`config.mk`:
```
export PLATFORM = sky130hd
export DESIGN_NAME = cgc_clock_control
export DESIGN_NICKNAME = d
export VERILOG_FILES = /design/src/shared/cgc_pkg.sv /design/src/verilog/cgc_clock_control.sv /design/src/verilog/cgc_divider.sv /design/src/verilog/cgc_sync3.sv
export SDC_FILE = /design/constraint.sdc
export NUM_CORES = 1
export LEC_CHECK = 0
export ABC_CLOCK_PERIOD_IN_PS = 3900
export BUFFER_PORTS_ARGS = -buffer_cell sky130_fd_sc_hd__buf_2
export CORE_MARGIN = 3
export CORE_UTILIZATION = 60
export DETAILED_ROUTE_END_ITERATION = 16
export GPL_TIMING_DRIVEN = 0
export PLACE_DENSITY_LB_ADDON = 0.25
export REMOVE_ABC_BUFFERS = 1
export SLEW_MARGIN = 15
export SYNTH_ARGS = -nofsm -noshare
export SYNTH_HDL_FRONTEND = slang
export SYNTH_SLANG_ARGS = --single-unit
```
`constraint.sdc`:
```
create_clock -name clk -period 3.9 [get_ports clk]
set_input_delay 0.39 -clock clk [delete_from_list [all_inputs] [get_ports clk]]
set_output_delay 0.39 -clock clk [all_outputs]
set_load 0.1 [all_outputs]
```
`src/shared/cgc_pkg.sv`:
```
// register map, reset values and timing constants of the clock generator control
package cgc_pkg;
	// register addresses on the cpu special-function bus
	localparam logic [15:0] ADDR_INTERNAL_OSC_MODE  = 16'hFFA0;
	localparam logic [15:0] ADDR_MAIN_CLOCK_SELECT  = 16'hFFA1;
	localparam logic [15:0] ADDR_HS_OSC_CONTROL     = 16'hFFA2;
	localparam logic [15:0] ADDR_CPU_DIVIDER_CONTROL = 16'hFFFB;
	localparam logic [15:0] ADDR_HS_CLOCK_MODE_SELECT = 16'hFFA5;

	// reset values
	localparam logic [7:0] RST_INTERNAL_OSC_MODE   = 8'h00;
	localparam logic [7:0] RST_MAIN_CLOCK_SELECT   = 8'h00;
	localparam logic [7:0] RST_HS_OSC_CONTROL      = 8'h80;
	localparam logic [7:0] RST_CPU_DIVIDER_CONTROL = 8'h01;
	localparam logic [7:0] RST_HS_CLOCK_MODE_SELECT = 8'h00;

	// field positions
	localparam int HI_OSC_HALT_BIT        = 0;
	localparam int LO_OSC_HALT_BIT        = 1;
	localparam int HI_OSC_STABLE_BIT      = 7;
	localparam int MAIN_SOURCE_PICK_BIT   = 0;
	localparam int MAIN_SOURCE_STATE_BIT  = 1;
	localparam int HS_SOURCE_PERMIT_BIT   = 2;
	localparam int HS_CLOCK_HALT_BIT      = 7;
	localparam int EXT_CLOCK_INPUT_SEL_BIT = 7;
	localparam int X1_PIN_FUNCTION_BIT    = 6;

	// cpu divider codes
	localparam logic [2:0] DIV_CODE_MAX = 3'h4;
	localparam int DIV_CNT_W            = 4;

	// wait for the internal oscillator accuracy to settle
	localparam int CLK_MHZ             = 25;
	localparam int HI_OSC_SETTLE_US    = 10;
	localparam int HI_OSC_SETTLE_CYC   = HI_OSC_SETTLE_US * CLK_MHZ;
	localparam int SETTLE_CNT_W        = 16;

	// gap counter load of the clock switch; the cpu enable stays low for this plus two cycles while changing source
	localparam logic [1:0] SWITCH_GAP_CYC = 2'h2;

	typedef enum logic [1:0] {
		CGC_SW_IDLE,
		CGC_SW_GAP,
		CGC_SW_DONE
	} cgc_sw_state_t;
endpackage

```
`src/verilog/cgc_clock_control.sv`:
```
// clock generator control: source selection, oscillator enables, cpu divider
`timescale 1ns/1ps
`default_nettype none

// Notes on behaviour
// RULE_01 - after reset cpu runs from internal oscillator
// RULE_02 - stop halts x1, internal osc, ext input
// RULE_03 - low osc runs; halt only if permitted
// RULE_04 - low osc never cpu; feeds watchdog, timer
// RULE_05 - software changes pin bits only while halted
// RULE_06 - software writes zero low bits; reset clears
// RULE_07 - divider codes 0..4 divide by powers two
// RULE_08 - peripheral clock never divided by cpu ratio
// RULE_09 - stable flag zero at reset, sets later
// RULE_10 - bit 0 stops internal high oscillator
// RULE_11 - bit 1 stops internal low oscillator
// RULE_12 - software halts internal osc only on hs
// RULE_13 - hs halt bit stops x1, reset one
// RULE_14 - software halts hs only on internal osc
// RULE_15 - never enable hs while pins are ports
// RULE_16 - software reinitialises peripherals after clock stop
// RULE_17 - permit bit chooses peripheral and main sources
// RULE_18 - status bit shows actual cpu source
// RULE_19 - permit bit changes once per reset
// RULE_20 - source switching glitch-free, status follows
module cgc_clock_control
#(
	parameter int SETTLE_CYC = cgc_pkg::HI_OSC_SETTLE_CYC
)
(
	input  wire logic        clk,
	input  wire logic        arst_n,
	input  wire logic        ce,
	input  wire logic [15:0] sfr_addr,
	input  wire logic        sfr_wr,
	input  wire logic        sfr_rd,
	input  wire logic [7:0]  sfr_wdata,
	output logic      [7:0]  sfr_rdata,
	output logic             sfr_hit,
	input  wire logic        stop_exec,
	input  wire logic        stop_release,
	input  wire logic        lo_osc_stoppable,
	input  wire logic        hs_clock_ready,
	output logic             x1_osc_enable,
	output logic             ext_clock_enable,
	output logic             x1_pin_function,
	output logic             ext_clock_input_sel,
	output logic             hi_osc_enable,
	output logic             lo_osc_enable,
	output logic             main_src_hs,
	output logic             prs_src_hs,
	output logic             cpu_clock_en,
	output logic             prs_clock_en,
	output logic             wdt_clock_en,
	output logic             tmh1_lo_clock_en
);
	// ------------------------------------------------------------
	// register state
	// ------------------------------------------------------------
	logic       hi_osc_halt;
	logic       lo_osc_halt;
	logic       hi_osc_stable_flag;
	logic       hs_source_permit;
	logic       permit_used;
	logic       main_source_pick;
	logic       hs_clock_halt;
	logic [2:0] cpu_div;
	logic       pin_fn;
	logic       ext_sel;
	logic       stopped;

	logic       next_hi_osc_halt;
	logic       next_lo_osc_halt;
	logic       next_hs_source_permit;
	logic       next_permit_used;
	logic       next_main_source_pick;
	logic       next_hs_clock_halt;
	logic [2:0] next_cpu_div;
	logic       next_pin_fn;
	logic       next_ext_sel;
	logic       next_stopped;
	logic [7:0] next_rdata;
	logic       next_hit;

	logic       hs_ready_s;
	logic       main_source_state;
	logic       wr_iom;
	logic       wr_mcs;
	logic       wr_hoc;
	logic       wr_div;
	logic       wr_hcm;

	cgc_sync3 u_hs_ready_sync
	(
		.clk    (clk),
		.arst_n (arst_n),
		.ce     (ce),
		.din    (hs_clock_ready),
		.dout   (hs_ready_s)
	);

	assign wr_iom = sfr_wr && sfr_addr == cgc_pkg::ADDR_INTERNAL_OSC_MODE;
	assign wr_mcs = sfr_wr && sfr_addr == cgc_pkg::ADDR_MAIN_CLOCK_SELECT;
	assign wr_hoc = sfr_wr && sfr_addr == cgc_pkg::ADDR_HS_OSC_CONTROL;
	assign wr_div = sfr_wr && sfr_addr == cgc_pkg::ADDR_CPU_DIVIDER_CONTROL;
	assign wr_hcm = sfr_wr && sfr_addr == cgc_pkg::ADDR_HS_CLOCK_MODE_SELECT;

	// ------------------------------------------------------------
	// register writes
	// ------------------------------------------------------------
	always_comb
	begin
		next_hi_osc_halt      = hi_osc_halt;
		next_lo_osc_halt      = lo_osc_halt;
		next_hs_source_permit = hs_source_permit;
		next_permit_used      = permit_used;
		next_main_source_pick = main_source_pick;
		next_hs_clock_halt    = hs_clock_halt;
		next_cpu_div          = cpu_div;
		next_pin_fn           = pin_fn;
		next_ext_sel          = ext_sel;
		next_stopped          = stopped;
		if (wr_iom)
		begin
			next_hi_osc_halt = sfr_wdata[cgc_pkg::HI_OSC_HALT_BIT]; // [RULE_10]
			// a locked low oscillator keeps its halt bit at zero
			next_lo_osc_halt = sfr_wdata[cgc_pkg::LO_OSC_HALT_BIT]
				&& lo_osc_stoppable; // [RULE_03] [RULE_11]
		end
		if (wr_mcs)
		begin
			next_main_source_pick = sfr_wdata[cgc_pkg::MAIN_SOURCE_PICK_BIT];
			if (!permit_used && sfr_wdata[cgc_pkg::HS_SOURCE_PERMIT_BIT]
				!= hs_source_permit)
			begin
				next_hs_source_permit =
					sfr_wdata[cgc_pkg::HS_SOURCE_PERMIT_BIT]; // [RULE_19]
				next_permit_used = 1'b1; // [RULE_19]
			end
		end
		if (wr_hoc)
			next_hs_clock_halt = sfr_wdata[cgc_pkg::HS_CLOCK_HALT_BIT]; // [RULE_13]
		if (wr_div && sfr_wdata[2:0] <= cgc_pkg::DIV_CODE_MAX)
			next_cpu_div = sfr_wdata[2:0]; // [RULE_07]
		if (wr_hcm)
		begin
			next_ext_sel = sfr_wdata[cgc_pkg::EXT_CLOCK_INPUT_SEL_BIT];
			next_pin_fn  = sfr_wdata[cgc_pkg::X1_PIN_FUNCTION_BIT];
		end
		if (stop_exec)
			next_stopped = 1'b1; // [RULE_02]
		else if (stop_release)
			next_stopped = 1'b0;
	end

	always_ff @(posedge clk or negedge arst_n)
	begin
		if (!arst_n)
		begin
			hi_osc_halt      <= cgc_pkg::RST_INTERNAL_OSC_MODE[0];
			lo_osc_halt      <= cgc_pkg::RST_INTERNAL_OSC_MODE[1];
			hs_source_permit <= cgc_pkg::RST_MAIN_CLOCK_SELECT[2];
			permit_used      <= 1'b0;
			main_source_pick <= cgc_pkg::RST_MAIN_CLOCK_SELECT[0];
			hs_clock_halt    <= cgc_pkg::RST_HS_OSC_CONTROL[7]; // [RULE_13]
			cpu_div          <= cgc_pkg::RST_CPU_DIVIDER_CONTROL[2:0]; // [RULE_07]
			pin_fn           <= cgc_pkg::RST_HS_CLOCK_MODE_SELECT[6]; // [RULE_06]
			ext_sel          <= cgc_pkg::RST_HS_CLOCK_MODE_SELECT[7]; // [RULE_06]
			stopped          <= 1'b0;
		end
		else if (ce)
		begin
			hi_osc_halt      <= next_hi_osc_halt;
			lo_osc_halt      <= next_lo_osc_halt;
			hs_source_permit <= next_hs_source_permit;
			permit_used      <= next_permit_used;
			main_source_pick <= next_main_source_pick;
			hs_clock_halt    <= next_hs_clock_halt;
			cpu_div          <= next_cpu_div;
			pin_fn           <= next_pin_fn;
			ext_sel          <= next_ext_sel;
			stopped          <= next_stopped;
		end
	end

	// ------------------------------------------------------------
	// internal oscillator settle counter
	// ------------------------------------------------------------
	logic [cgc_pkg::SETTLE_CNT_W-1:0] settle_cnt;
	logic [cgc_pkg::SETTLE_CNT_W-1:0] next_settle_cnt;
	logic                             next_stable;
	logic                             hi_run;

	assign hi_run = !hi_osc_halt && !stopped;

	always_comb
	begin
		next_settle_cnt = settle_cnt;
		next_stable     = hi_osc_stable_flag;
		if (!hi_run)
		begin
			next_settle_cnt = '0;
			next_stable     = 1'b0;
		end
		else if (settle_cnt
			== cgc_pkg::SETTLE_CNT_W'(SETTLE_CYC - 1))
			next_stable = 1'b1; // [RULE_09]
		else
			next_settle_cnt = settle_cnt + 1'b1;
	end

	always_ff @(posedge clk or negedge arst_n)
	begin
		if (!arst_n)
		begin
			settle_cnt         <= '0;
			hi_osc_stable_flag <= 1'b0; // [RULE_09]
		end
		else if (ce)
		begin
			settle_cnt         <= next_settle_cnt;
			hi_osc_stable_flag <= next_stable;
		end
	end

	// ------------------------------------------------------------
	// glitch-free source switch
	// ------------------------------------------------------------
	cgc_pkg::cgc_sw_state_t sw_state;
	cgc_pkg::cgc_sw_state_t next_sw_state;
	logic [1:0]             gap_cnt;
	logic [1:0]             next_gap_cnt;
	logic                   want_main_hs;
	logic                   want_prs_hs;
	logic                   next_main_src_hs;
	logic                   next_prs_src_hs;

	// permit at 0 forces both clocks onto the internal oscillator
	assign want_prs_hs  = hs_source_permit; // [RULE_17]
	assign want_main_hs = hs_source_permit && main_source_pick
		&& hs_ready_s && !hs_clock_halt; // [RULE_17]

	// both clocks are gated for a short gap so no runt pulse escapes
	always_comb
	begin
		next_sw_state    = sw_state;
		next_gap_cnt     = gap_cnt;
		next_main_src_hs = main_src_hs;
		next_prs_src_hs  = prs_src_hs;
		case (sw_state)
			cgc_pkg::CGC_SW_IDLE:
				if (want_main_hs != main_src_hs || want_prs_hs != prs_src_hs)
				begin
					next_sw_state = cgc_pkg::CGC_SW_GAP; // [RULE_20]
					next_gap_cnt  = cgc_pkg::SWITCH_GAP_CYC;
				end
			cgc_pkg::CGC_SW_GAP:
				if (gap_cnt == 2'h0)
				begin
					next_main_src_hs = want_main_hs; // [RULE_20]
					next_prs_src_hs  = want_prs_hs;
					next_sw_state    = cgc_pkg::CGC_SW_DONE;
				end
				else
					next_gap_cnt = gap_cnt - 2'h1;
			cgc_pkg::CGC_SW_DONE:
				next_sw_state = cgc_pkg::CGC_SW_IDLE;
			default:
				next_sw_state = cgc_pkg::CGC_SW_IDLE;
		endcase
	end

	always_ff @(posedge clk or negedge arst_n)
	begin
		if (!arst_n)
		begin
			sw_state    <= cgc_pkg::CGC_SW_IDLE;
			gap_cnt     <= 2'h0;
			main_src_hs <= 1'b0; // [RULE_01]
			prs_src_hs  <= 1'b0;
		end
		else if (ce)
		begin
			sw_state    <= next_sw_state;
			gap_cnt     <= next_gap_cnt;
			main_src_hs <= next_main_src_hs;
			prs_src_hs  <= next_prs_src_hs;
		end
	end

	// status reports the source actually in use
	assign main_source_state = main_src_hs; // [RULE_18]

	// ------------------------------------------------------------
	// cpu divider and clock enables
	// ------------------------------------------------------------
	logic div_tick;
	logic main_running;
	logic switching;
	logic next_cpu_en;
	logic next_prs_en;

	assign switching    = sw_state != cgc_pkg::CGC_SW_IDLE;
	assign main_running = !stopped && (main_src_hs
		? !hs_clock_halt : !hi_osc_halt);

	cgc_divider u_div
	(
		.clk    (clk),
		.arst_n (arst_n),
		.ce     (ce),
		.run    (main_running),
		.code   (cpu_div),
		.tick   (div_tick)
	);

	always_comb
	begin
		next_cpu_en = div_tick && !switching; // [RULE_07]
		// peripheral clock takes no part in the cpu divide ratio
		next_prs_en = !stopped && !switching
			&& (prs_src_hs ? !hs_clock_halt : !hi_osc_halt); // [RULE_08]
	end

	always_ff @(posedge clk or negedge arst_n)
	begin
		if (!arst_n)
		begin
			cpu_clock_en     <= 1'b0;
			prs_clock_en     <= 1'b0;
			wdt_clock_en     <= 1'b0;
			tmh1_lo_clock_en <= 1'b0;
			x1_osc_enable    <= 1'b0;
			ext_clock_enable <= 1'b0;
			hi_osc_enable    <= 1'b0;
			lo_osc_enable    <= 1'b0;
			x1_pin_function  <= 1'b0;
			ext_clock_input_sel <= 1'b0;
		end
		else if (ce)
		begin
			cpu_clock_en     <= next_cpu_en;
			prs_clock_en     <= next_prs_en;
			// the low oscillator serves only watchdog and timer h1
			wdt_clock_en     <= !lo_osc_halt; // [RULE_04]
			tmh1_lo_clock_en <= !lo_osc_halt; // [RULE_04]
			x1_osc_enable    <= !hs_clock_halt && !stopped
				&& pin_fn && !ext_sel; // [RULE_02] [RULE_13]
			ext_clock_enable <= !hs_clock_halt && !stopped
				&& pin_fn && ext_sel; // [RULE_02] [RULE_13]
			hi_osc_enable    <= hi_run; // [RULE_02] [RULE_01]
			lo_osc_enable    <= !lo_osc_halt; // [RULE_03]
			x1_pin_function  <= pin_fn;
			ext_clock_input_sel <= ext_sel;
		end
	end

	// ------------------------------------------------------------
	// register reads
	// ------------------------------------------------------------
	always_comb
	begin
		next_rdata = 8'h00;
		next_hit   = 1'b1;
		// an idle bus reads as zero, so no stale register value lingers
		case (sfr_rd ? sfr_addr : 16'h0000)
			cgc_pkg::ADDR_INTERNAL_OSC_MODE:
				next_rdata = {hi_osc_stable_flag, 5'h00,
					lo_osc_halt, hi_osc_halt}; // [RULE_09]
			cgc_pkg::ADDR_MAIN_CLOCK_SELECT:
				next_rdata = {5'h00, hs_source_permit,
					main_source_state, main_source_pick}; // [RULE_18]
			cgc_pkg::ADDR_HS_OSC_CONTROL:
				next_rdata = {hs_clock_halt, 7'h00};
			cgc_pkg::ADDR_CPU_DIVIDER_CONTROL:
				next_rdata = {5'h00, cpu_div};
			cgc_pkg::ADDR_HS_CLOCK_MODE_SELECT:
				next_rdata = {ext_sel, pin_fn, 6'h00};
			default:
				next_hit = 1'b0;
		endcase
	end

	always_ff @(posedge clk or negedge arst_n)
	begin
		if (!arst_n)
		begin
			sfr_rdata <= 8'h00;
			sfr_hit   <= 1'b0;
		end
		else if (ce)
		begin
			sfr_rdata <= next_rdata;
			sfr_hit   <= next_hit;
		end
	end
endmodule
`default_nettype wire

```
`src/verilog/cgc_divider.sv`:
```
// cpu clock-enable divider: main clock divided by 1, 2, 4, 8 or 16
`timescale 1ns/1ps
`default_nettype none
module cgc_divider
#(
	parameter int CNT_W = cgc_pkg::DIV_CNT_W
)
(
	input  wire logic       clk,
	input  wire logic       arst_n,
	input  wire logic       ce,
	input  wire logic       run,
	input  wire logic [2:0] code,
	output var  logic       tick
);
	logic [CNT_W-1:0] cnt;
	logic [CNT_W-1:0] next_cnt;
	logic [CNT_W-1:0] mask;
	logic             next_tick;

	always_comb
	begin
		mask = (CNT_W'(1) << code) - CNT_W'(1);
		next_cnt  = cnt;
		next_tick = 1'b0;
		if (run)
		begin
			if ((cnt & mask) == mask)
			begin
				next_cnt  = '0;
				next_tick = 1'b1;
			end
			else
				next_cnt = cnt + CNT_W'(1);
		end
	end

	always_ff @(posedge clk or negedge arst_n)
	begin
		if (!arst_n)
		begin
			cnt  <= '0;
			tick <= 1'b0;
		end
		else if (ce)
		begin
			cnt  <= next_cnt;
			tick <= next_tick;
		end
	end
endmodule
`default_nettype wire

```
`src/verilog/cgc_sync3.sv`:
```
// three-stage synchroniser with agreement filter for a pin-side level
`timescale 1ns/1ps
`default_nettype none
module cgc_sync3
(
	input  wire logic clk,
	input  wire logic arst_n,
	input  wire logic ce,
	input  wire logic din,
	output var  logic dout
);
	logic s1;
	logic s2;
	logic s3;
	logic next_dout;

	// only the second and third stages are compared; s1 feeds s2 alone
	always_comb
	begin
		next_dout = dout;
		if (s2 == s3)
			next_dout = s3;
	end

	always_ff @(posedge clk or negedge arst_n)
	begin
		if (!arst_n)
		begin
			s1   <= 1'b0;
			s2   <= 1'b0;
			s3   <= 1'b0;
			dout <= 1'b0;
		end
		else if (ce)
		begin
			s1   <= din;
			s2   <= s1;
			s3   <= s2;
			dout <= next_dout;
		end
	end
endmodule
`default_nettype wire
```
Yosys cells after proc, flatten, opt, wreduce, memory -nomap -nowiden
Index checks and enable logic that the tools add are counted.
Widths: inputs -> output; s select.
- input bits: 33
- output and inout bits: 21
- bits in registers: 61
- logic and storage cells: 129
- equality and inequality tests: 22
- $add $sub $neg: 4
- shift-type cells: 1
- muxes and demuxes: 20
- order comparisons: 1
- reductions and logical operators: 48
- bitwise operators: 1
- operator list (operator ; count):
    $eq 16x16->1 const B ; 10
    $mux 16 ; 3
    $pmux 8 s5 ; 1
    $logic_and 1x1->1 ; 20
    $reduce_and 2->1 ; 10
    $add 16x1->16 const B ; 1
    $eq 16x8->1 const B ; 1
    $mux 1 ; 9
    $reduce_and 3->1 ; 3
    $mux 2 ; 4
    $ne 2x2->1 const B ; 4
    $pmux 2 s2 ; 2
    $logic_not 1->1 ; 7
    $reduce_bool 2->1 ; 3
    $reduce_or 5->1 ; 1
    $add 4x1->4 const B ; 1
    $and 4x4->4 ; 1
    $eq 4x4->1 ; 1
    $logic_not 2->1 ; 2
    $mux 4 ; 1
    $reduce_and 4->1 ; 1
    $shl 1x3->4 const A ; 1
    $sub 4x2->4 const B ; 1
    $le 3x3->1 const B ; 1
    6 further kinds ; 8

Depth between registers and ports, before layout
Gate-level depths: netlist of run 1.
- depth after elaboration: 7
- gate-level depth with buffers: 6
- gate-level depth less buffers: 6

Modules after synthesis
A second synthesis of run 1 with hierarchy kept.
- cells, all modules: 307
- area total of the unflattened synthesis: 3044.2 um^2
- modules (own cells, without submodules) (module ; sequential area each (um^2) ; area each (um^2) ; cells each ; times used):
    cgc_clock_control ; 1228.7 ; 2577.5 ; 262 ; 1
    cgc_divider ; 125.1 ; 310.3 ; 35 ; 1
    cgc_sync3 ; 100.1 ; 156.4 ; 10 ; 1

Worst setup path after synthesis of run 1
Ideal clock, no wire load.
- kind: register to register
- start: register prs_src_hs
- end: register gap_cnt[1]
- setup time: 0.125 ns
- path buffers: 0
- stages on the path, launching flop included: 5
- required time: 3.775 ns
- slack: 1.785 ns
- clock period less this slack: 2.115 ns
- arrival time: 1.991 ns
- path through: dfrtp_1 xor2_1 nor2_1 a2111oi_4 mux2_2
- word-level cells in the longest chain between the ends: 4
- ends and longest elaborated chain (element ; RTL line ; text):
    start: declaration ; cgc_clock_control.sv:51 ; output logic prs_src_hs,
    start signal: assignment ; cgc_clock_control.sv:287 ; prs_src_hs <= next_prs_src_hs;
    $ne 1x1->1 ; cgc_clock_control.sv:252 ; if (want_main_hs != main_src_hs || want_prs_hs != prs_src_hs)
    $logic_or 1x1->1 ; cgc_clock_control.sv:252 ;
    $ne 2x2->1 (no source line) ; n/a ;
    $reduce_and 4->1 (no source line) ; n/a ;
    end signal: assignment ; cgc_clock_control.sv:285 ; gap_cnt <= next_gap_cnt;
    end: declaration ; cgc_clock_control.sv:231 ; logic [1:0] gap_cnt;
Every way passes these cells.
A chain may end at the register's enable or synchronous reset.

Worst setup path in the final report of run 1
- start: input ce
- end: register gap_cnt[1]
- word-level cells in the longest chain between the ends: 1
- ends and longest elaborated chain (element ; RTL line ; text):
    start: declaration ; cgc_clock_control.sv:33 ; input wire logic ce,
    $reduce_and 4->1 (no source line) ; n/a ;
Every way passes these cells.

==> flow_metrics.py, run 1 <==
metrics = {
    "critical_path": {
        "cp_slowest_cell": "clkinv_1",
        "r2r_slack_ps": 2060,
        "reg2reg_depth": 4,
        "r2r-start": "hs_clock_halt",
        "cp.arrival_ps": 2560,
        "end_kind": "flip-flop",
        "critPathMaxStageDelay_ps": 700,
        "worstPathMaxFanout": 33,
        "crit_type": "input port to flip-flop",
        "required_ps": 4110,
        "cp-start-kind": "input port",
        "rr_endpoint": "gap_cnt[1]",
        "path_cells": "buf_2, clkinv_1, a2111oi_4, mux2_2",
    },
    "pwr": {
        "power_leakage_nw": 1.617,
        "pwr-share-seq_pct": 50.8,
        "power-per-cell-area_nw_per_um2": 382.7,
        "intPower_w": 0.0009148,
        "peakVddDrop_uv": 245.1,
        "p_sw_w": 0.0003914,
        "p_clk_share_pct": 34.2,
        "switching_share_pct": 29.97,
        "p_comb_share_pct": 15.0,
        "power.total_w": 0.001306,
    },
    "detailed_routing": {
        "wl_per_cell_um": 15.62,
        "dr_wl_met2_um": 3030,
        "first_pass_iters": 4,
        "met1_length_um": 2851,
        "num_vias": 2362,
        "vias_per_cell": 5.832,
        "drt_iter0_markers": 122,
        "wl_um": 6325,
        "drc_errors": 0,
        "highest_layer": "met4",
        "wl_met3_um": 319,
        "ant_nets": 0,
    },
    "synthesis": {
        "yosys-top-cells-area": "dfrtp_1 (46%), mux2_2 (3.7%), nand2_1 (3.4%), nand4_1 (3.1%), o21ai_0 (2.6%)",
        "ys_ff_latch": 58,
        "synthArstFlopShare_pct": 100.0,
        "synth.distinct_cells": 65,
        "netlist_instances": 290,
        "syn_area_um2": 3023,
        "yosysTopAreaCellShare_pct": 46.36,
        "ys_seq_area_share_pct": 48.10,
        "synth_edf_count": 0,
        "syn_avg_cell_area_um2": 10.42,
        "yosys.area.top_type": "dfrtp_1",
        "synth_ff_type": "dfrtp_1",
        "yosys_warnings": 0,
    },
    "global_route": {
        "grt_start_max_net_pins": 59,
        "grt_pass1_vias": 2356,
        "gr-total-overflow": 0,
        "antenna_found_initial": 0,
        "grt_pass1_wl_um": 11030,
        "grt_usage_pct": 23.75,
    },
    "die": {
        "die_w_um": 76.98,
        "coreArea_um2": 4786,
        "io_pins": 54,
        "die_h_um": 76.98,
        "die_area_um2": 5926,
        "start_util_pct": 63.16,
        "rows": 25,
    },
    "sta": {
        "worst_hold_slack_ps": 112.8,
        "tns_ps": 0,
        "setup_ws_ps": 1553,
        "rsz0062_at_grt": "false",
        "clock.fmax_mhz": 426.1,
        "layout_min_cycle_time_ps": 2347,
        "finClkSkew_ps": 5.547,
        "setup_viol": 0,
        "finalHoldViolCount": 0,
        "worstMarginPinSlew_ps": 719.1,
        "fin_crit_sh_pct": 60.18,
        "slew_headroom_pct": 52.06,
        "final-max-slew-violation-count": 0,
    },
    "clocking": {
        "post_cts_buffers": 0,
        "cts_sinks": 58,
        "clkTransAtPathRegs_ps": 60,
        "cts_buffers": 9,
        "h-tree-depth": 3,
        "cts_hold_buf": 0,
        "cts_tree": "yes",
        "cts_buffer_depth": 2,
        "cts_root_buf": "clkbuf_8",
        "worstSkewPairLatency_ps": 330,
        "cts_resized": 0,
    },
    "final_layout": {
        "regArea_um2": 1454,
        "antenna_cells": 0,
        "multi_input_area_um2": 1438,
        "final_common_cell": "dfrtp_1",
        "final_cell_mix": "dfrtp_1 (56), buf_2 (46), nand2_1 (27)",
        "drive_above_1_share_pct": 24.26,
        "area_growth_syn_to_layout_pct": 12.91,
        "final_nets": 371,
        "nFillCells": 382,
    },
    "run": {
        "max_cap_violations": 0,
    },
    "status": {
        "status": "finished clean",
    },
    "placement": {
        "dp_slack_ps": 1291,
        "hpwl_um": 4273,
        "gp_congestion": 0.8573,
        "port_buffers": 47,
    },
    "worst_hold_path": {
        "hold_path_class": "input port to async pin",
    },
}
==> cell families (layout without fill, tap and decap cells) <==
logic type | count (synthesis) | in the layout | synth area share [%]
multiplexers | 22 | 22 | 8.030
AO/OA/AOI/OAI | 52 | 52 | 12.71
buffers and inverters | 29 | 75 | 4.594
adder cells (fa/ha/maj) | 4 | 4 | 1.656
other | 1 | 3 | 0.1241
XOR/XNOR | 11 | 11 | 3.187
AND/OR/NAND/NOR | 113 | 113 | 21.61
flip-flops | 58 | 58 | 48.10
==> synthesized netlist by cell type (3+ instances only) <==
| cell type | number |
|---|---|
| buf_4 | 5 |
| xor2_1 | 8 |
| nand3_1 | 10 |
| mux2_2 | 10 |
| mux2_1 | 4 |
| clkbuf_1 | 5 |
| o21ai_0 | 16 |
| and4_1 | 4 |
| nand2_1 | 27 |
| xnor2_1 | 3 |
| a22o_1 | 4 |
| nor2_1 | 20 |
| nor2b_1 | 4 |
| mux2i_1 | 7 |
| nand4_1 | 15 |
| inv_1 | 12 |
| and3_1 | 6 |
| o2bb2ai_1 | 3 |
| a21oi_1 | 4 |
| ha_1 | 4 |
| nor3_1 | 3 |
| nand2b_1 | 3 |
| dfrtp_1 | 56 |
==> state kept, by name (all words and copies together), names as in the netlist, 2 cells and up <==
name and flops:
settle_cnt 16, u_div.cnt 4, sw_state 2, sfr_rdata 5
gap_cnt 2, cpu_div 3
==> power groups by stage <==
stage / Sequential (W) / Clock [W] / Combinational, W
final: 0.000664 / 0.000446 / 0.000196
after global routing: 0.000669 / 0.000486 / 0.000217
after CTS: 0.000664 / 0.000456 / 0.000196
after detailed placement: 0.000673 / 0 / 0.000193
after global placement: 0.000670 / 0 / 0.000186
after floorplan: 0.000707 / 0 / 0.0000902
==> how the worst max path moves through the flow <==
stage / start / end / slack [ps] / cells past startpoint
5_1_grt: ce / gap_cnt[1] / 1390 / 4
2_1_floorplan: tmh1_lo_clock_en / tmh1_lo_clock_en / 1340 / 1
4_1_cts: ce / gap_cnt[1] / 1600 / 4
3_3_place_gp: ce / gap_cnt[1] / 1260 / 4
3_5_place_dp: ce / gap_cnt[1] / 1290 / 4
6_report: ce / gap_cnt[1] / 1550 / 4
==> cell type report <==
type | instances | share of cell area (%)
Timing Repair Buffer | 47 | 6.965
Inverter | 13 | 1.430
Multi-Input combinational cell | 205 | 42.12
Clock buffer | 11 | 3.849
Tap cell | 67 | 2.456
Clock inverter | 4 | 0.5865
Sequential cell | 58 | 42.60
==> critical path, delay by kind of cell <==
| kind | cells | cell delay (ps) |
|---|---|---|
| AOI/OAI and AO/OA | 1 | 590 |
| buffers and inverters | 2 | 1160 |
| muxes | 1 | 400 |
==> metal layers <==
metal / vias up / global-route usage [%]
met2: 66 / 39.20
met5: - / 0
met4: 0 / 8.719
met3: 11 / 6.808
li1: 1140 / -
met1: 1145 / 29.80
==> per-stage QoR <==
stage / instance area [um^2] / cells / util [%]
2_1_floorplan: 2940 / 276 / -
3_3_place_gp: 3259 / 390 / 68.10
3_5_place_dp: 3262 / 390 / 68.16
4_1_cts: 3413 / 405 / 71.32
5_1_grt: 3413 / 405 / 71.32
6_report: 3413 / 405 / 71.32
Power figures use the tool's default switching activity.
==> run 2, diff against run 1 <==
--- a/config.mk
+++ b/config.mk
@@ -5,10 +5,10 @@
 export SDC_FILE = /design/constraint.sdc
 export NUM_CORES = 1
 export LEC_CHECK = 0
-export ABC_CLOCK_PERIOD_IN_PS = 3900
+export ABC_CLOCK_PERIOD_IN_PS = 2400
 export BUFFER_PORTS_ARGS = -buffer_cell sky130_fd_sc_hd__buf_2
 export CORE_MARGIN = 3
-export CORE_UTILIZATION = 60
+export CORE_UTILIZATION = 56
 export DETAILED_ROUTE_END_ITERATION = 16
 export GPL_TIMING_DRIVEN = 0
 export PLACE_DENSITY_LB_ADDON = 0.25
==> constraint.sdc (replaced) <==
create_clock -name clk -period 2.4 [get_ports clk]
set_input_delay 0.24 -clock clk [delete_from_list [all_inputs] [get_ports clk]]
set_output_delay 0.24 -clock clk [all_outputs]
set_load 0.1 [all_outputs]
==> flow_metrics.py, run 2 (same netlist as run 1, synthesis figures left out) <==
metrics = {
    "critical_path": {
        "cp.arrival_ps": 2360,
        "r2r-start": "hs_source_permit",
        "r2r_slack_ps": 590,
        "rr_endpoint": "gap_cnt[1]",
        "cp-start-kind": "input port",
        "required_ps": 2610,
        "reg2reg_depth": 4,
        "worstPathMaxFanout": 33,
        "crit_type": "input port to flip-flop",
        "end_kind": "flip-flop",
    },
    "global_route": {
        "antenna_found_initial": 0,
        "grt_pass1_vias": 2299,
        "grt_usage_pct": 21.74,
        "grt_pass1_wl_um": 10650,
        "grt_start_max_net_pins": 59,
        "gr-total-overflow": 0,
    },
    "die": {
        "io_pins": 54,
        "die_h_um": 79.47,
        "rows": 26,
        "die_w_um": 79.47,
        "coreArea_um2": 5172,
        "die_area_um2": 6315,
        "start_util_pct": 58.44,
    },
    "pwr": {
        "peakVddDrop_uv": 342.0,
        "power-per-cell-area_nw_per_um2": 627.2,
        "power_leakage_nw": 1.623,
    },
    "worst_hold_path": {
        "hold_depth": 2,
        "hp-start": "sfr_wdata[6]",
        "worstHoldEndpoint": "pin_fn",
        "hold_path_class": "input port to flip-flop",
    },
    "clocking": {
        "cts_sinks": 58,
        "cts_buffer_depth": 2,
        "post_cts_buffers": 0,
        "cts_root_buf": "clkbuf_8",
        "clkTransAtPathRegs_ps": 70,
        "worstSkewPairLatency_ps": 330,
        "cts_buffers": 9,
        "h-tree-depth": 3,
        "cts_tree": "yes",
    },
    "final_layout": {
        "top_register": "settle_cnt",
        "final_common_cell": "dfrtp_1",
        "top_regs": "settle_cnt (16), sfr_rdata (5), u_div.cnt (4)",
        "area_growth_syn_to_layout_pct": 14.03,
        "nFillCells": 413,
        "antenna_cells": 0,
        "largest_register_ff_count": 16,
        "final_nets": 372,
        "design_area_um2": 3447,
        "final_cell_mix": "dfrtp_1 (56), buf_2 (46), nand2_1 (27)",
        "drive_above_1_share_pct": 24.71,
    },
    "sta": {
        "setup_viol": 0,
        "rsz0062_at_grt": "false",
        "final-max-slew-violation-count": 0,
        "tns_ps": 0,
        "slew_headroom_pct": 52.63,
        "fin_crit_sh_pct": 89.48,
        "finalHoldViolCount": 0,
        "finClkSkew_ps": 10.39,
        "worstMarginPinSlew_ps": 710.5,
        "clock.fmax_mhz": 465.7,
        "layout_min_cycle_time_ps": 2147,
    },
    "placement": {
        "gp_congestion": 0.8617,
        "placed_area_um2": 3266,
        "hpwl_um": 4481,
        "port_buffers": 47,
    },
    "detailed_routing": {
        "num_vias": 2390,
        "vias_per_cell": 5.829,
        "first_pass_iters": 4,
        "drt_iter0_markers": 126,
        "ant_nets": 0,
        "drc_errors": 0,
        "wl_um": 6231,
        "wl_per_cell_um": 15.20,
    },
    "run": {
        "max_cap_violations": 0,
    },
    "status": {
        "status": "finished clean",
    },
}
run 2: cell count changes in the layout (fill, tap and decap cells not counted):
cell and delta:
clkinvlp_4 +2, clkbuf_1 -1, clkbuf_8 +1, clkinv_2 -1
dlygate4sd3_1 +1
run 2: area by class of cell:
class                   instances  area (um^2)  share of cell area (%)
clock buffers                  11        141.4                   4.102
clock inverters                 5        30.03                  0.8711
inverters                      13        48.80                   1.416
multi-input cells             205         1438                   41.71
flip-flops and latches         58         1454                   42.18
well taps                      70        87.58                   2.541
repair buffers                 48        247.7                   7.187
run 2: worst max-delay path by stage:
stage | from | endpoint | cells after the start
final | ce | gap_cnt[1] | 4
after global routing | ce | gap_cnt[1] | 4
after CTS | ce | gap_cnt[1] | 4
after detailed placement | ce | gap_cnt[1] | 4
after global placement | ce | gap_cnt[1] | 4
after floorplan | tmh1_lo_clock_en | tmh1_lo_clock_en | 1
run 2: per-layer routing:
layer  global-route usage (%)  up-vias  routed length [um]
met2                    33.14       82                2870
met4                    10.31        0                 110
li1                         -     1149                   -
met1                    29.94     1147                2905
met3                    4.063       12                 345
met5                        0        -                   0
run 2: power breakdown:
| group | switching (W) | total [W] | leakage (nW) | internal (W) |
|---|---|---|---|---|
| Combinational | 0.000218 | 0.000311 | 0.766 | 0.0000930 |
| Clock | 0.000380 | 0.000777 | 0.0851 | 0.000397 |
| Sequential | 0.0000420 | 0.00107 | 0.772 | 0.00103 |
| Total | 0.000640 | 0.00216 | 1.62 | 0.00152 |
run 2: metrics by stage:
stage                     hold WS, ps  cells  util (%)  setup slack, ps  power, W
after floorplan                -55.59    276         -           -164.0  0.001295
after global placement          452.0    393     63.09           -99.39  0.001392
after detailed placement        352.1    393     63.14           -115.3  0.001403
after CTS                       111.5    410     66.64            234.5  0.002183
after global routing            131.0    410     66.64            96.62  0.002275
final                           121.9    410     66.64            252.5  0.002162
run 2: critical path: stages:
cell and delay (ps):
buf_2 450, clkinv_1 700, a2111oi_4 580, mux2_2 380
run 2: repair_timing:
item,4_1_cts,5_1_grt
endpoints found under the hold margin,32,0
gates resized for setup,0,0
hold buffers,1,0
